### src/logic/power_seq_pkg.sv
// shared constants and types for the power-state sequencer link
package power_seq_pkg;
    localparam int unsigned CLK_HZ = 25_000_000;
    // minimum low durations, in microseconds
    localparam int unsigned POWER_ON_REQUEST_N_LOW_US = 50;
    localparam int unsigned RESET_LOW_US = 50;
    localparam int unsigned POWER_ON_REQUEST_N_LOW_CYC = (POWER_ON_REQUEST_N_LOW_US * (CLK_HZ / 1_000_000) > 0) ?
        POWER_ON_REQUEST_N_LOW_US * (CLK_HZ / 1_000_000) : 1;
    localparam int unsigned RESET_LOW_CYC = (RESET_LOW_US * (CLK_HZ / 1_000_000) > 0) ?
        RESET_LOW_US * (CLK_HZ / 1_000_000) : 1;
    // duration of the modelled save/detach routine and of pin configuration
    localparam int unsigned SAVE_CYC = 16;
    localparam int unsigned CONFIG_CYC = 8;
    localparam int unsigned CNT_W = 16;
    // functionality command argument that selects halt mode
    localparam logic [7:0] FUNC_HALT_ARG = 8'h7f;
    localparam logic [7:0] FUNC_RESET_ARG = 8'h10;

    typedef enum logic [1:0] {
        CMD_NONE,
        CMD_POWER_OFF,
        CMD_FUNCTIONALITY
    } cmd_e;

    typedef enum {
        ST_NOT_POWERED,
        ST_WAIT_RESET_RELEASE,
        ST_POWER_OFF,
        ST_INT_RESET,
        ST_CONFIG,
        ST_ACTIVE,
        ST_SAVING,
        ST_HALT
    } pstate_e;
endpackage : power_seq_pkg

### src/logic/power_link_if.sv
// link between the host and the power-state sequencer
`timescale 1ns/1ps
interface power_link_if;
    import power_seq_pkg::*;
    logic main_supply_ok;
    logic power_on_request_n;
    logic reset_n;
    logic cmd_valid;
    cmd_e cmd_op;
    logic [7:0] cmd_arg;
    logic cmd_ok;
    logic interface_supply_on;
    logic rtc_backup_supply;
    logic ready;
    logic pins_driven;

    modport device (
        input main_supply_ok, power_on_request_n, reset_n, cmd_valid, cmd_op, cmd_arg,
        output cmd_ok, interface_supply_on, rtc_backup_supply, ready, pins_driven
    );
    modport host (
        output main_supply_ok, power_on_request_n, reset_n, cmd_valid, cmd_op, cmd_arg,
        input cmd_ok, interface_supply_on, rtc_backup_supply, ready, pins_driven
    );
endinterface : power_link_if

### src/logic/power_state_sequencer.sv
// device end: power-state sequencer of the cellular module
`timescale 1ns/1ps
module power_state_sequencer #(
    parameter bit CARD_VARIANT = 1'b0,
    parameter int unsigned POWER_ON_REQUEST_N_LOW = power_seq_pkg::POWER_ON_REQUEST_N_LOW_CYC,
    parameter int unsigned RESET_LOW = power_seq_pkg::RESET_LOW_CYC
) (
    input wire logic clk,
    input wire logic sys_rst,
    power_link_if.device link,
    input wire logic rtc_alarm,
    output logic saving_settings,
    output logic network_detach,
    output logic core_reset
);
    import power_seq_pkg::*;

    // ============================================================
    // pin synchronisers
    logic [1:0] sup_s_q, pon_s_q, rst_s_q;
    logic sup_ok, pon_low, rst_low;
    always_ff @(posedge clk or posedge sys_rst) begin
        if (sys_rst) begin
            sup_s_q <= 2'h0;
            pon_s_q <= 2'h3;
            rst_s_q <= 2'h3;
        end else begin
            sup_s_q <= {sup_s_q[0], link.main_supply_ok};
            // an undriven input reads high through the pull-up
            pon_s_q <= {pon_s_q[0], link.power_on_request_n !== 1'b0};
            rst_s_q <= {rst_s_q[0], link.reset_n !== 1'b0};
        end
    end
    assign sup_ok = sup_s_q[1];
    assign pon_low = ~pon_s_q[1];
    assign rst_low = ~rst_s_q[1];

    // ============================================================
    // low-duration filters
    logic [CNT_W-1:0] pon_cnt_q, pon_cnt_d, rst_cnt_q, rst_cnt_d;
    logic pon_valid, rst_valid;
    always_comb begin
        pon_cnt_d = pon_low ? ((pon_cnt_q == CNT_W'(POWER_ON_REQUEST_N_LOW)) ? pon_cnt_q
                              : pon_cnt_q + CNT_W'(1)) : '0;
        rst_cnt_d = rst_low ? ((rst_cnt_q == CNT_W'(RESET_LOW)) ? rst_cnt_q
                              : rst_cnt_q + CNT_W'(1)) : '0;
    end
    always_ff @(posedge clk or posedge sys_rst) begin
        if (sys_rst) begin
            pon_cnt_q <= '0;
            rst_cnt_q <= '0;
        end else begin
            pon_cnt_q <= pon_cnt_d;
            rst_cnt_q <= rst_cnt_d;
        end
    end
    // one pulse as each filter first reaches its threshold
    assign pon_valid = (pon_cnt_d == CNT_W'(POWER_ON_REQUEST_N_LOW)) && (pon_cnt_q != CNT_W'(POWER_ON_REQUEST_N_LOW));
    assign rst_valid = (rst_cnt_d == CNT_W'(RESET_LOW)) && (rst_cnt_q != CNT_W'(RESET_LOW));

    // ============================================================
    // power-state machine
    pstate_e st_q, st_d;
    logic [CNT_W-1:0] tmr_q, tmr_d;
    logic reboot_q, reboot_d;
    logic ok_q, ok_d;
    logic vint_q, vint_d, bckp_q, bckp_d, rdy_q, rdy_d, pins_q, pins_d;
    logic sav_q, sav_d, det_q, det_d, crst_q, crst_d;
    logic cmd_take;
    assign cmd_take = link.cmd_valid && (st_q == ST_ACTIVE);

    always_comb begin
        st_d = st_q;
        tmr_d = tmr_q;
        reboot_d = reboot_q;
        ok_d = 1'b0;
        unique case (st_q)
            ST_NOT_POWERED: begin
                // request level is not looked at here
                if (sup_ok) begin
                    st_d = rst_low ? ST_WAIT_RESET_RELEASE : ST_INT_RESET;
                    tmr_d = CNT_W'(CONFIG_CYC);
                end
            end
            ST_WAIT_RESET_RELEASE: begin
                if (!rst_low) begin
                    st_d = ST_INT_RESET;
                    tmr_d = CNT_W'(CONFIG_CYC);
                end
            end
            ST_POWER_OFF: begin
                if (pon_valid || rst_valid || rtc_alarm) begin
                    st_d = ST_INT_RESET;
                    tmr_d = CNT_W'(CONFIG_CYC);
                end
            end
            ST_INT_RESET: begin
                // core held until the reset line is high again
                if (!rst_low) begin
                    st_d = ST_CONFIG;
                    tmr_d = CNT_W'(CONFIG_CYC);
                end
            end
            ST_CONFIG: begin
                if (tmr_q == '0) begin
                    st_d = ST_ACTIVE;
                end else begin
                    tmr_d = tmr_q - CNT_W'(1);
                end
            end
            ST_ACTIVE: begin
                if (rst_valid) begin
                    // abrupt: no save, no detach
                    st_d = CARD_VARIANT ? ST_INT_RESET : ST_POWER_OFF;
                end else if (cmd_take && link.cmd_op == CMD_POWER_OFF) begin
                    st_d = ST_SAVING;
                    reboot_d = CARD_VARIANT ? 1'b1 : 1'b0;
                    tmr_d = CNT_W'(SAVE_CYC);
                    ok_d = 1'b1;
                end else if (cmd_take && link.cmd_op == CMD_FUNCTIONALITY &&
                             (link.cmd_arg == FUNC_RESET_ARG ||
                              (CARD_VARIANT && link.cmd_arg == FUNC_HALT_ARG))) begin
                    st_d = ST_SAVING;
                    reboot_d = (link.cmd_arg == FUNC_RESET_ARG);
                    tmr_d = CNT_W'(SAVE_CYC);
                    ok_d = 1'b1;
                end else if (cmd_take) begin
                    ok_d = 1'b1;
                end
            end
            ST_SAVING: begin
                if (tmr_q == '0) begin
                    if (reboot_q) begin
                        st_d = ST_INT_RESET;
                    end else begin
                        st_d = CARD_VARIANT ? ST_HALT : ST_POWER_OFF;
                    end
                end else begin
                    tmr_d = tmr_q - CNT_W'(1);
                end
            end
            ST_HALT: begin
                st_d = ST_HALT;
            end
        endcase
        // supply loss overrides the next state from every state; cmd_ok is not masked
        if (!sup_ok) begin
            st_d = ST_NOT_POWERED;
        end
    end

    always_comb begin
        // outputs follow the next state, rtc_backup_supply follows sup_ok, so that they are registered
        vint_d = st_d inside {ST_INT_RESET, ST_CONFIG, ST_ACTIVE, ST_SAVING, ST_HALT};
        bckp_d = sup_ok;
        pins_d = st_d inside {ST_ACTIVE, ST_SAVING, ST_HALT} ||
                 (st_d == ST_CONFIG && vint_q);
        crst_d = st_d != ST_CONFIG && !(st_d inside {ST_ACTIVE, ST_SAVING, ST_HALT});
        rdy_d = st_d == ST_ACTIVE;
        sav_d = st_d == ST_SAVING;
        det_d = st_d == ST_SAVING && tmr_d < CNT_W'(SAVE_CYC / 2);
    end

    always_ff @(posedge clk or posedge sys_rst) begin
        if (sys_rst) begin
            st_q <= ST_NOT_POWERED;
            tmr_q <= '0;
            reboot_q <= 1'b0;
            ok_q <= 1'b0;
            vint_q <= 1'b0;
            bckp_q <= 1'b0;
            pins_q <= 1'b0;
            crst_q <= 1'b1;
            rdy_q <= 1'b0;
            sav_q <= 1'b0;
            det_q <= 1'b0;
        end else begin
            st_q <= st_d;
            tmr_q <= tmr_d;
            reboot_q <= reboot_d;
            ok_q <= ok_d;
            vint_q <= vint_d;
            bckp_q <= bckp_d;
            pins_q <= pins_d;
            crst_q <= crst_d;
            rdy_q <= rdy_d;
            sav_q <= sav_d;
            det_q <= det_d;
        end
    end

    assign link.cmd_ok = ok_q;
    assign link.interface_supply_on = vint_q;
    assign link.rtc_backup_supply = bckp_q;
    assign link.ready = rdy_q;
    assign link.pins_driven = pins_q;
    assign saving_settings = sav_q;
    assign network_detach = det_q;
    assign core_reset = crst_q;
endmodule : power_state_sequencer

### src/flat_wrapper.sv
// flat-port wrapper written by rule: the top's interface ports become plain ports
module power_state_sequencer_flat import power_seq_pkg::*;
#(
    parameter bit CARD_VARIANT = 1'b0,
    parameter int unsigned POWER_ON_REQUEST_N_LOW = power_seq_pkg::POWER_ON_REQUEST_N_LOW_CYC,
    parameter int unsigned RESET_LOW = power_seq_pkg::RESET_LOW_CYC
)
  (clk, sys_rst, rtc_alarm, saving_settings, network_detach, core_reset, link_main_supply_ok, link_power_on_request_n, link_reset_n, link_cmd_valid, link_cmd_op, link_cmd_arg, link_cmd_ok, link_interface_supply_on, link_rtc_backup_supply, link_ready, link_pins_driven);
  power_link_if link_i ();
  input wire logic clk;
  input wire logic sys_rst;
  input wire logic rtc_alarm;
  output logic saving_settings;
  output logic network_detach;
  output logic core_reset;
  input wire logic [$bits(link_i.main_supply_ok)-1:0] link_main_supply_ok;
  input wire logic [$bits(link_i.power_on_request_n)-1:0] link_power_on_request_n;
  input wire logic [$bits(link_i.reset_n)-1:0] link_reset_n;
  input wire logic [$bits(link_i.cmd_valid)-1:0] link_cmd_valid;
  input wire logic [$bits(link_i.cmd_op)-1:0] link_cmd_op;
  input wire logic [$bits(link_i.cmd_arg)-1:0] link_cmd_arg;
  output wire logic [$bits(link_i.cmd_ok)-1:0] link_cmd_ok;
  output wire logic [$bits(link_i.interface_supply_on)-1:0] link_interface_supply_on;
  output wire logic [$bits(link_i.rtc_backup_supply)-1:0] link_rtc_backup_supply;
  output wire logic [$bits(link_i.ready)-1:0] link_ready;
  output wire logic [$bits(link_i.pins_driven)-1:0] link_pins_driven;
  assign link_i.main_supply_ok = link_main_supply_ok;
  assign link_i.power_on_request_n = link_power_on_request_n;
  assign link_i.reset_n = link_reset_n;
  assign link_i.cmd_valid = link_cmd_valid;
  assign link_i.cmd_op = link_cmd_op;
  assign link_i.cmd_arg = link_cmd_arg;
  assign link_cmd_ok = link_i.cmd_ok;
  assign link_interface_supply_on = link_i.interface_supply_on;
  assign link_rtc_backup_supply = link_i.rtc_backup_supply;
  assign link_ready = link_i.ready;
  assign link_pins_driven = link_i.pins_driven;
  power_state_sequencer #(.CARD_VARIANT(CARD_VARIANT), .POWER_ON_REQUEST_N_LOW(POWER_ON_REQUEST_N_LOW), .RESET_LOW(RESET_LOW)) u_core (.clk(clk), .sys_rst(sys_rst), .link(link_i), .rtc_alarm(rtc_alarm), .saving_settings(saving_settings), .network_detach(network_detach), .core_reset(core_reset));
endmodule
### config.mk
export PLATFORM = sky130hd
export DESIGN_NAME = power_state_sequencer_flat
export DESIGN_NICKNAME = d
export VERILOG_FILES = /design/src/logic/power_seq_pkg.sv /design/src/logic/power_link_if.sv /design/src/logic/power_state_sequencer.sv /design/src/flat_wrapper.sv
export SDC_FILE = /design/constraint.sdc
export NUM_CORES = 1
export LEC_CHECK = 0
export BUFFER_PORTS_ARGS = -buffer_cell sky130_fd_sc_hd__buf_2
export CORE_MARGIN = 2
export CORE_UTILIZATION = 46
export DETAILED_ROUTE_END_ITERATION = 10
export HOLD_SLACK_MARGIN = 0.03
export PLACE_DENSITY_LB_ADDON = 0.12
export SETUP_SLACK_MARGIN = 0.1
export SLEW_MARGIN = 20
export SYNTH_ARGS = -nofsm -noshare
export SYNTH_HDL_FRONTEND = slang
export SYNTH_SLANG_ARGS = --single-unit
### constraint.sdc
create_clock -name clk -period 4.8 [get_ports clk]
set_clock_uncertainty 0.05 [all_clocks]
set_input_delay 0.48 -clock clk [delete_from_list [all_inputs] [get_ports clk]]
set_output_delay 0.48 -clock clk [all_outputs]
set_load 0.05 [all_outputs]
==> reports/qor.yml, run 1 <==
outcome: "finished, final reports clean"
p_comb_frac: 0.041
r2r.worst_path.cells: 11
final.min_clock_period_ps: 3962
sum_neg_setup_slack_ps: 0
critical-path-max-stage-delay_ps: 560
grt_antenna_before_repair: 0
cts_hold_buf: 0
fp.dieH_um: 105.6
synth.ff_latch_count: 95
p_leak_nw: 2.193
regToRegEndpoint: "u_core.network_detach$_DFF_PP0_"
synthesis.instances: 493
area_growth_syn_to_layout_pct: 11.33
cts.clk_slew.worst_paths_ps: 100
clock_tree.htree_level_count: 3
postCtsSetupRepairBufs: 0
wire_length_of_the_first_global_routing_pass_mm: 17.37
crit_top_cell: "or4_1"
first_global_vias: 3576
power.density_mw_per_mm2: 280.6
cts_repair_resize_count: 0
core_region_area_sq_mm: 0.01018
count_of_antenna_violating_nets_left_after_detailed_routing: 0
endpoint: "u_core.network_detach$_DFF_PP0_"
worstMarginPinSlew_ps: 1099
placement.io_buffers: 24
vdd_drop_max_mv: 0.1783
critical_path.reg2reg.startpoint: "u_core.rst_cnt_q[0]$_DFF_PP0_"
total_design_power_mw: 1.483
design.die.area_sq_mm: 0.01115
p_sw_mw: 0.3707
max-clock-path-buffers: 2
path_cells: "ha_1 > nand4_2 > or4_1 > a21oi_1 > nor3_1 > and4_4 > o31ai_4 > o2111ai_1 > or4_1 > or4b_1 > nor4b_2"
rsz0062_at_grt: "no"
maxSlewHeadroom: 0.2616
startpoint_type: "flip-flop"
grt_start_max_net_pins: 68
number_of_failing_hold_endpoints_at_the_final_stage: 0
placementRows: 37
count_of_flip_flops_with_a_built_in_enable_after_synthesis: 0
place.gp.congestion: 0.8957
floorplan.initialDensity: 0.4661
hpwlAfterDp_mm: 7.229
drt_wl_total_mm: 10.13
dr_total_vias: 3751
cts-root-buf: "clkbuf_8"
design.portCount: 25
timing_worst_setup_path_type: "flip-flop to flip-flop"
cts_sinks: 95
clock_tree_from_tritoncts: "built"
cp-startpoint: "u_core.rst_cnt_q[0]$_DFF_PP0_"
final_layout_size_suffix_gt1_frac: 0.1252
synth.yosys.warnings: 0
synth_async_sr_flop_share: 1.000
dieWidth_um: 105.6
achievable-frequency_mhz: 252.4
post-route-drc-count: 0
final-max-slew-violation-count: 0
cts-buffers-inserted: 9
worstPathArrival_ps: 4180
synthesis.area_sq_mm: 0.004747
finalSetupViolCount: 0
layout_commonest_cell: "dfrtp_1"
ys_types: 70
antenna_cells: 0
reg2reg_setup_slack_ps: 840
synth.yosys.seq_area_share: 0.5021
min_delay_path_depth: 1
nFillCells: 968
clk_network_pwr_share: 0.391
layout_common_cells: "dfrtp_1, nor2_1, nand2_1, conb_1"
fin_crit_sh: 0.8255
syn_avg_cell_area_sq_um: 9.629
critical_path.endpoint_type: "flip-flop"
fin_nets: 560
swShare: 0.2500
critPathRequiredTime_ps: 5020
clk-insertion-delay-late_ps: 360
dr.pass1.iters: 5
gr-total-overflow: 0
grt_util_all_layers: 0.1953
power_frac_seq: 0.568
drt_iter0_drc: 167
critical_path.max_fanout: 8
hold_path.class: "input port to flip-flop"
route.detailed.vias_per_inst: 5.524
synth_top_flop_cell: "dfrtp_1"
internal_mw: 1.112
cap_viol_max_count: 0
route.detailed.wl_per_inst_um: 14.92
slowest_stage: "or4_1"
==> how the worst min path moves through the flow <==
stage                                     start                          end  slack (ps)
floorplan           u_core.sup_s_q[0]$_DFF_PP0_  u_core.sup_s_q[1]$_DFF_PP0_         280
global placement    u_core.sup_s_q[0]$_DFF_PP0_  u_core.sup_s_q[1]$_DFF_PP0_         290
detailed placement  u_core.sup_s_q[0]$_DFF_PP0_  u_core.sup_s_q[1]$_DFF_PP0_         290
CTS                                link_reset_n  u_core.rst_s_q[0]$_DFF_PP1_         130
global route                       link_reset_n  u_core.rst_s_q[0]$_DFF_PP1_         120
finish                             link_reset_n  u_core.rst_s_q[0]$_DFF_PP1_         160
==> metal layers <==
layer  up-vias  share of wire  GRT usage
li1       1843              -          -
met1      1811           0.47     0.2769
met2        80           0.47     0.2991
met3        17          0.042    0.03896
met4         0          0.019    0.07049
met5         -              0          0
==> cell usage after synthesis, types with 6 or more instances <==
| cell | number | area, sq um |
|---|---|---|
| nor3_1 | 22 | 110.1 |
| or3_1 | 7 | 43.79 |
| nand4_1 | 11 | 68.82 |
| nand3_1 | 21 | 105.1 |
| dfrtp_1 | 90 | 2252 |
| nor2b_1 | 7 | 43.79 |
| xor2_1 | 10 | 87.58 |
| or4_1 | 6 | 45.04 |
| o31ai_1 | 6 | 45.04 |
| a21oi_1 | 22 | 110.1 |
| nor2_1 | 51 | 191.4 |
| inv_1 | 20 | 75.07 |
| clkbuf_1 | 12 | 45.04 |
| nand2_1 | 45 | 168.9 |
| nor4_1 | 24 | 150.1 |
| a31oi_1 | 8 | 50.05 |
| xnor2_1 | 19 | 166.4 |
| o21ai_0 | 20 | 100.1 |
==> state kept, by name, summed over array words and instances, names as in the netlist <==
register                         count
u_core.saving_settings               1
u_core.network_detach                1
u_core.pon_cnt_q                    16
u_core.link.pins_driven              1
u_core.tmr_q                        16
u_core.link.ready                    1
u_core.core_reset                    1
u_core.rst_cnt_q                    16
u_core.pon_s_q                       2
u_core.link.rtc_backup_supply        1
u_core.reboot_q                      1
u_core.link.cmd_ok                   1
u_core.link.interface_supply_on      1
u_core.sup_s_q                       2
u_core.rst_s_q                       2
u_core.st_q                         32
==> metrics by stage <==
step	hold WS, ps	std cells	worst slack [ps]	utilization	instance area [sq um]
2_1_floorplan	281.2	521	1149	-	4852
3_3_place_gp	290.3	663	1010	0.4974	5066
3_5_place_dp	292.7	663	877.8	0.4974	5066
4_1_cts	129.8	679	837.5	0.5189	5285
5_1_grt	117.6	679	538.7	0.5189	5285
6_report	157.8	679	837.6	0.5189	5285
==> critical path, delay by kind of cell, from the launching register on <==
family | cells | cell delay (ps)
compound gates | 3 | 740
simple gates | 7 | 2330
flops | 1 | 450
fa+ha+maj | 1 | 300
==> cell type report <==
type	count	area, sq um	area share
clock buffers	10	137.6	0.02604
repair buffers	26	135.1	0.02557
inverters	20	77.57	0.01468
well taps	136	170.2	0.03220
flip-flops and latches	95	2384	0.4510
multi-input cells	386	2300	0.4351
clock inverters	6	81.33	0.01539
==> cells by family after synthesis <==
family / Yosys count / share of synthesized area
and+or+nand+nor: 232 / 0.2646
DFF: 95 / 0.5021
AOI/OAI and AO/OA: 86 / 0.1191
buffers and inverters: 40 / 0.03558
xor gates and xnor gates: 29 / 0.05350
adders and majority gates: 5 / 0.01318
muxes: 5 / 0.01107
other: 1 / 0.0007900
==> power groups by stage <==
stage | sequential (mW) | combinational [mW] | clock (mW)
after floorplan | 0.849 | 0.0454 | 0
after global placement | 0.857 | 0.0604 | 0
after detailed placement | 0.858 | 0.0618 | 0
after CTS | 0.843 | 0.0620 | 0.603
after global routing | 0.846 | 0.0707 | 0.637
final | 0.842 | 0.0607 | 0.580
Note: power is estimated with default switching activity, not from simulation.
==> inputs of run 2 (changes only) <==
==> constraint.sdc (replaced) <==
create_clock -name clk -period 4 [get_ports clk]
set_clock_uncertainty 0.05 [all_clocks]
set_input_delay 0.4 -clock clk [delete_from_list [all_inputs] [get_ports clk]]
set_output_delay 0.4 -clock clk [all_outputs]
set_load 0.05 [all_outputs]
==> run 2 against run 1 <==
Compared with the run above:
- worst hold slack got worse by 99 ps
- count of clock-buffer cells in the layout fell by 1
- sequential power rose by 20%
- worst setup slack got worse by 550 ps
- fmax rose by 6.8%
- die area did not move
- critical path type unchanged
- critical endpoint unchanged
- highest routed layer unchanged
==> reports/qor.yml, run 2 (synthesized netlist as in run 1, its figures left out) <==
outcome: "finished, final reports clean"
area_growth_syn_to_layout_pct: 18.27
hpwlAfterDp_mm: 7.367
critPathRequiredTime_ps: 4240
worstMarginPinSlew_ps: 824.4
rsz0062_at_grt: "no"
critical_path.reg2reg.startpoint: "u_core.rst_cnt_q[5]$_DFF_PP0_"
critical-path-max-stage-delay_ps: 520
grt_start_max_net_pins: 69
regToRegEndpoint: "u_core.network_detach$_DFF_PP0_"
first_global_vias: 3659
achievable-frequency_mhz: 269.5
clock_tree.htree_level_count: 3
maxSlewHeadroom: 0.4504
p_leak_nw: 2.330
post-route-drc-count: 0
placementRows: 37
flip_flop_count_of_the_largest_register_all_copies_and_words_added: 32
number_of_cells_in_the_design_after_placement: 680
drt_wl_total_mm: 10.49
startpoint_type: "flip-flop"
floorplan.initialDensity: 0.4661
postLayoutCoreUtil: 0.5512
cts.clk_slew.worst_paths_ps: 110
count_of_antenna_violating_nets_left_after_detailed_routing: 0
grt_util_all_layers: 0.2022
layout_common_cells: "dfrtp_1, nor2_1, nand2_1, conb_1, buf_4"
final_layout_size_suffix_gt1_frac: 0.2105
timing_worst_setup_path_type: "flip-flop to flip-flop"
endpoint: "u_core.network_detach$_DFF_PP0_"
grt_antenna_before_repair: 0
route.detailed.vias_per_inst: 5.467
fin_nets: 587
route.detailed.wl_per_inst_um: 14.86
layout_commonest_cell: "dfrtp_1"
max-clock-path-buffers: 2
critical_path.endpoint_type: "flip-flop"
final-instance-count-excl-fill: 706
path_cells: "nand4_2 > or2_4 > or4_4 > a31o_1 > and4_4 > o21ai_2 > or3b_1 > or4_1 > or4b_1 > nor4b_2"
cts_sinks: 95
number_of_failing_hold_endpoints_at_the_final_stage: 0
dieWidth_um: 105.6
r2r.worst_path.cells: 10
gr-total-overflow: 0
cts-buffers-inserted: 9
cap_viol_max_count: 0
slowest_stage: "or4_4"
design.portCount: 25
reg2reg_setup_slack_ps: 290
design.die.area_sq_mm: 0.01115
hold_path.class: "input port to flip-flop"
cp-startpoint: "u_core.rst_cnt_q[5]$_DFF_PP0_"
clk-insertion-delay-late_ps: 390
finalSetupViolCount: 0
dr.pass1.iters: 4
critical_path.max_fanout: 8
final.min_clock_period_ps: 3710
placement.io_buffers: 24
multiInputGateArea_sq_mm: 0.002400
dr_total_vias: 3860
antenna_cells: 0
sum_neg_setup_slack_ps: 0
max_flop_register: "u_core.st_q"
drt_iter0_drc: 255
vdd_drop_max_mv: 0.2572
fp.dieH_um: 105.6
power.density_mw_per_mm2: 318.2
combined_flip_flop_and_latch_cell_area_sq_mm: 0.002400
nFillCells: 945
core_region_area_sq_mm: 0.01018
fin_crit_sh: 0.9275
wire_length_of_the_first_global_routing_pass_mm: 17.76
clock_tree_from_tritoncts: "built"
final-max-slew-violation-count: 0
cts-root-buf: "clkbuf_8"
place.gp.congestion: 0.8290
worstPathArrival_ps: 3950
-- run 2: worst max-delay path, delay by kind of cell (launching register included) --
family	cells	cell delay (ps)
AND/OR/NAND/NOR	8	2750
AO/OA/AOI/OAI	2	370
flip-flops	1	460
-- run 2: final cells by class --
type | instances | share of cell area
inverter | 20 | 0.01382
clock buffer | 9 | 0.02206
sequential | 95 | 0.4275
multi-input combinational | 386 | 0.4275
timing repair buffer | 53 | 0.06062
clock inverter | 7 | 0.01827
tap | 136 | 0.03031
-- run 2: what timing repair did --
action,CTS,global route
gates resized for setup,0,31
hold endpoints to repair,0,1
setup endpoints to repair,0,1
hold buffers,0,1
setup buffers,0,9
-- run 2: worst min path at each step --
| stage | from | endpoint | slack [ps] | depth (start not counted) |
|---|---|---|---|---|
| after floorplan | u_core.sup_s_q[0]$_DFF_PP0_ | u_core.sup_s_q[1]$_DFF_PP0_ | 280 | 0 |
| after global placement | u_core.sup_s_q[0]$_DFF_PP0_ | u_core.sup_s_q[1]$_DFF_PP0_ | 290 | 0 |
| after detailed placement | u_core.sup_s_q[0]$_DFF_PP0_ | u_core.sup_s_q[1]$_DFF_PP0_ | 290 | 0 |
| after CTS | link_reset_n | u_core.rst_s_q[0]$_DFF_PP1_ | 30 | 1 |
| after global routing | link_power_on_request_n | u_core.pon_s_q[0]$_DFF_PP1_ | 30 | 1 |
| final | link_power_on_request_n | u_core.pon_s_q[0]$_DFF_PP1_ | 60 | 1 |
-- run 2: power breakdown --
| group | switching, mW | internal [mW] | total, mW |
|---|---|---|---|
| sequential | 0.0224 | 0.987 | 1.01 |
| clock | 0.384 | 0.310 | 0.694 |
| combinational | 0.0535 | 0.0293 | 0.0829 |
| total | 0.460 | 1.33 | 1.79 |
-- run 2: per-layer routing --
layer / share of wire / vias to the layer above / routed length [um] / global-route usage
met5: 0 / - / 0 / 0
met4: 0.017 / 0 / 182 / 0.07895
met3: 0.031 / 15 / 329 / 0.04638
met2: 0.49 / 74 / 5104 / 0.3166
met1: 0.46 / 1882 / 4876 / 0.2740
li1: - / 1889 / - / -
-- run 2: stage by stage --
stage	setup slack [ps]	area, sq um	total power, mW	hold WS (ps)
finish	290.1	5614	1.786	59.10
global route	71.67	5614	1.873	34.22
global placement	208.6	5194	1.101	285.5
detailed placement	149.7	5194	1.104	288.7
CTS	124.3	5420	1.806	32.06
floorplan	349.4	4852	1.074	281.2
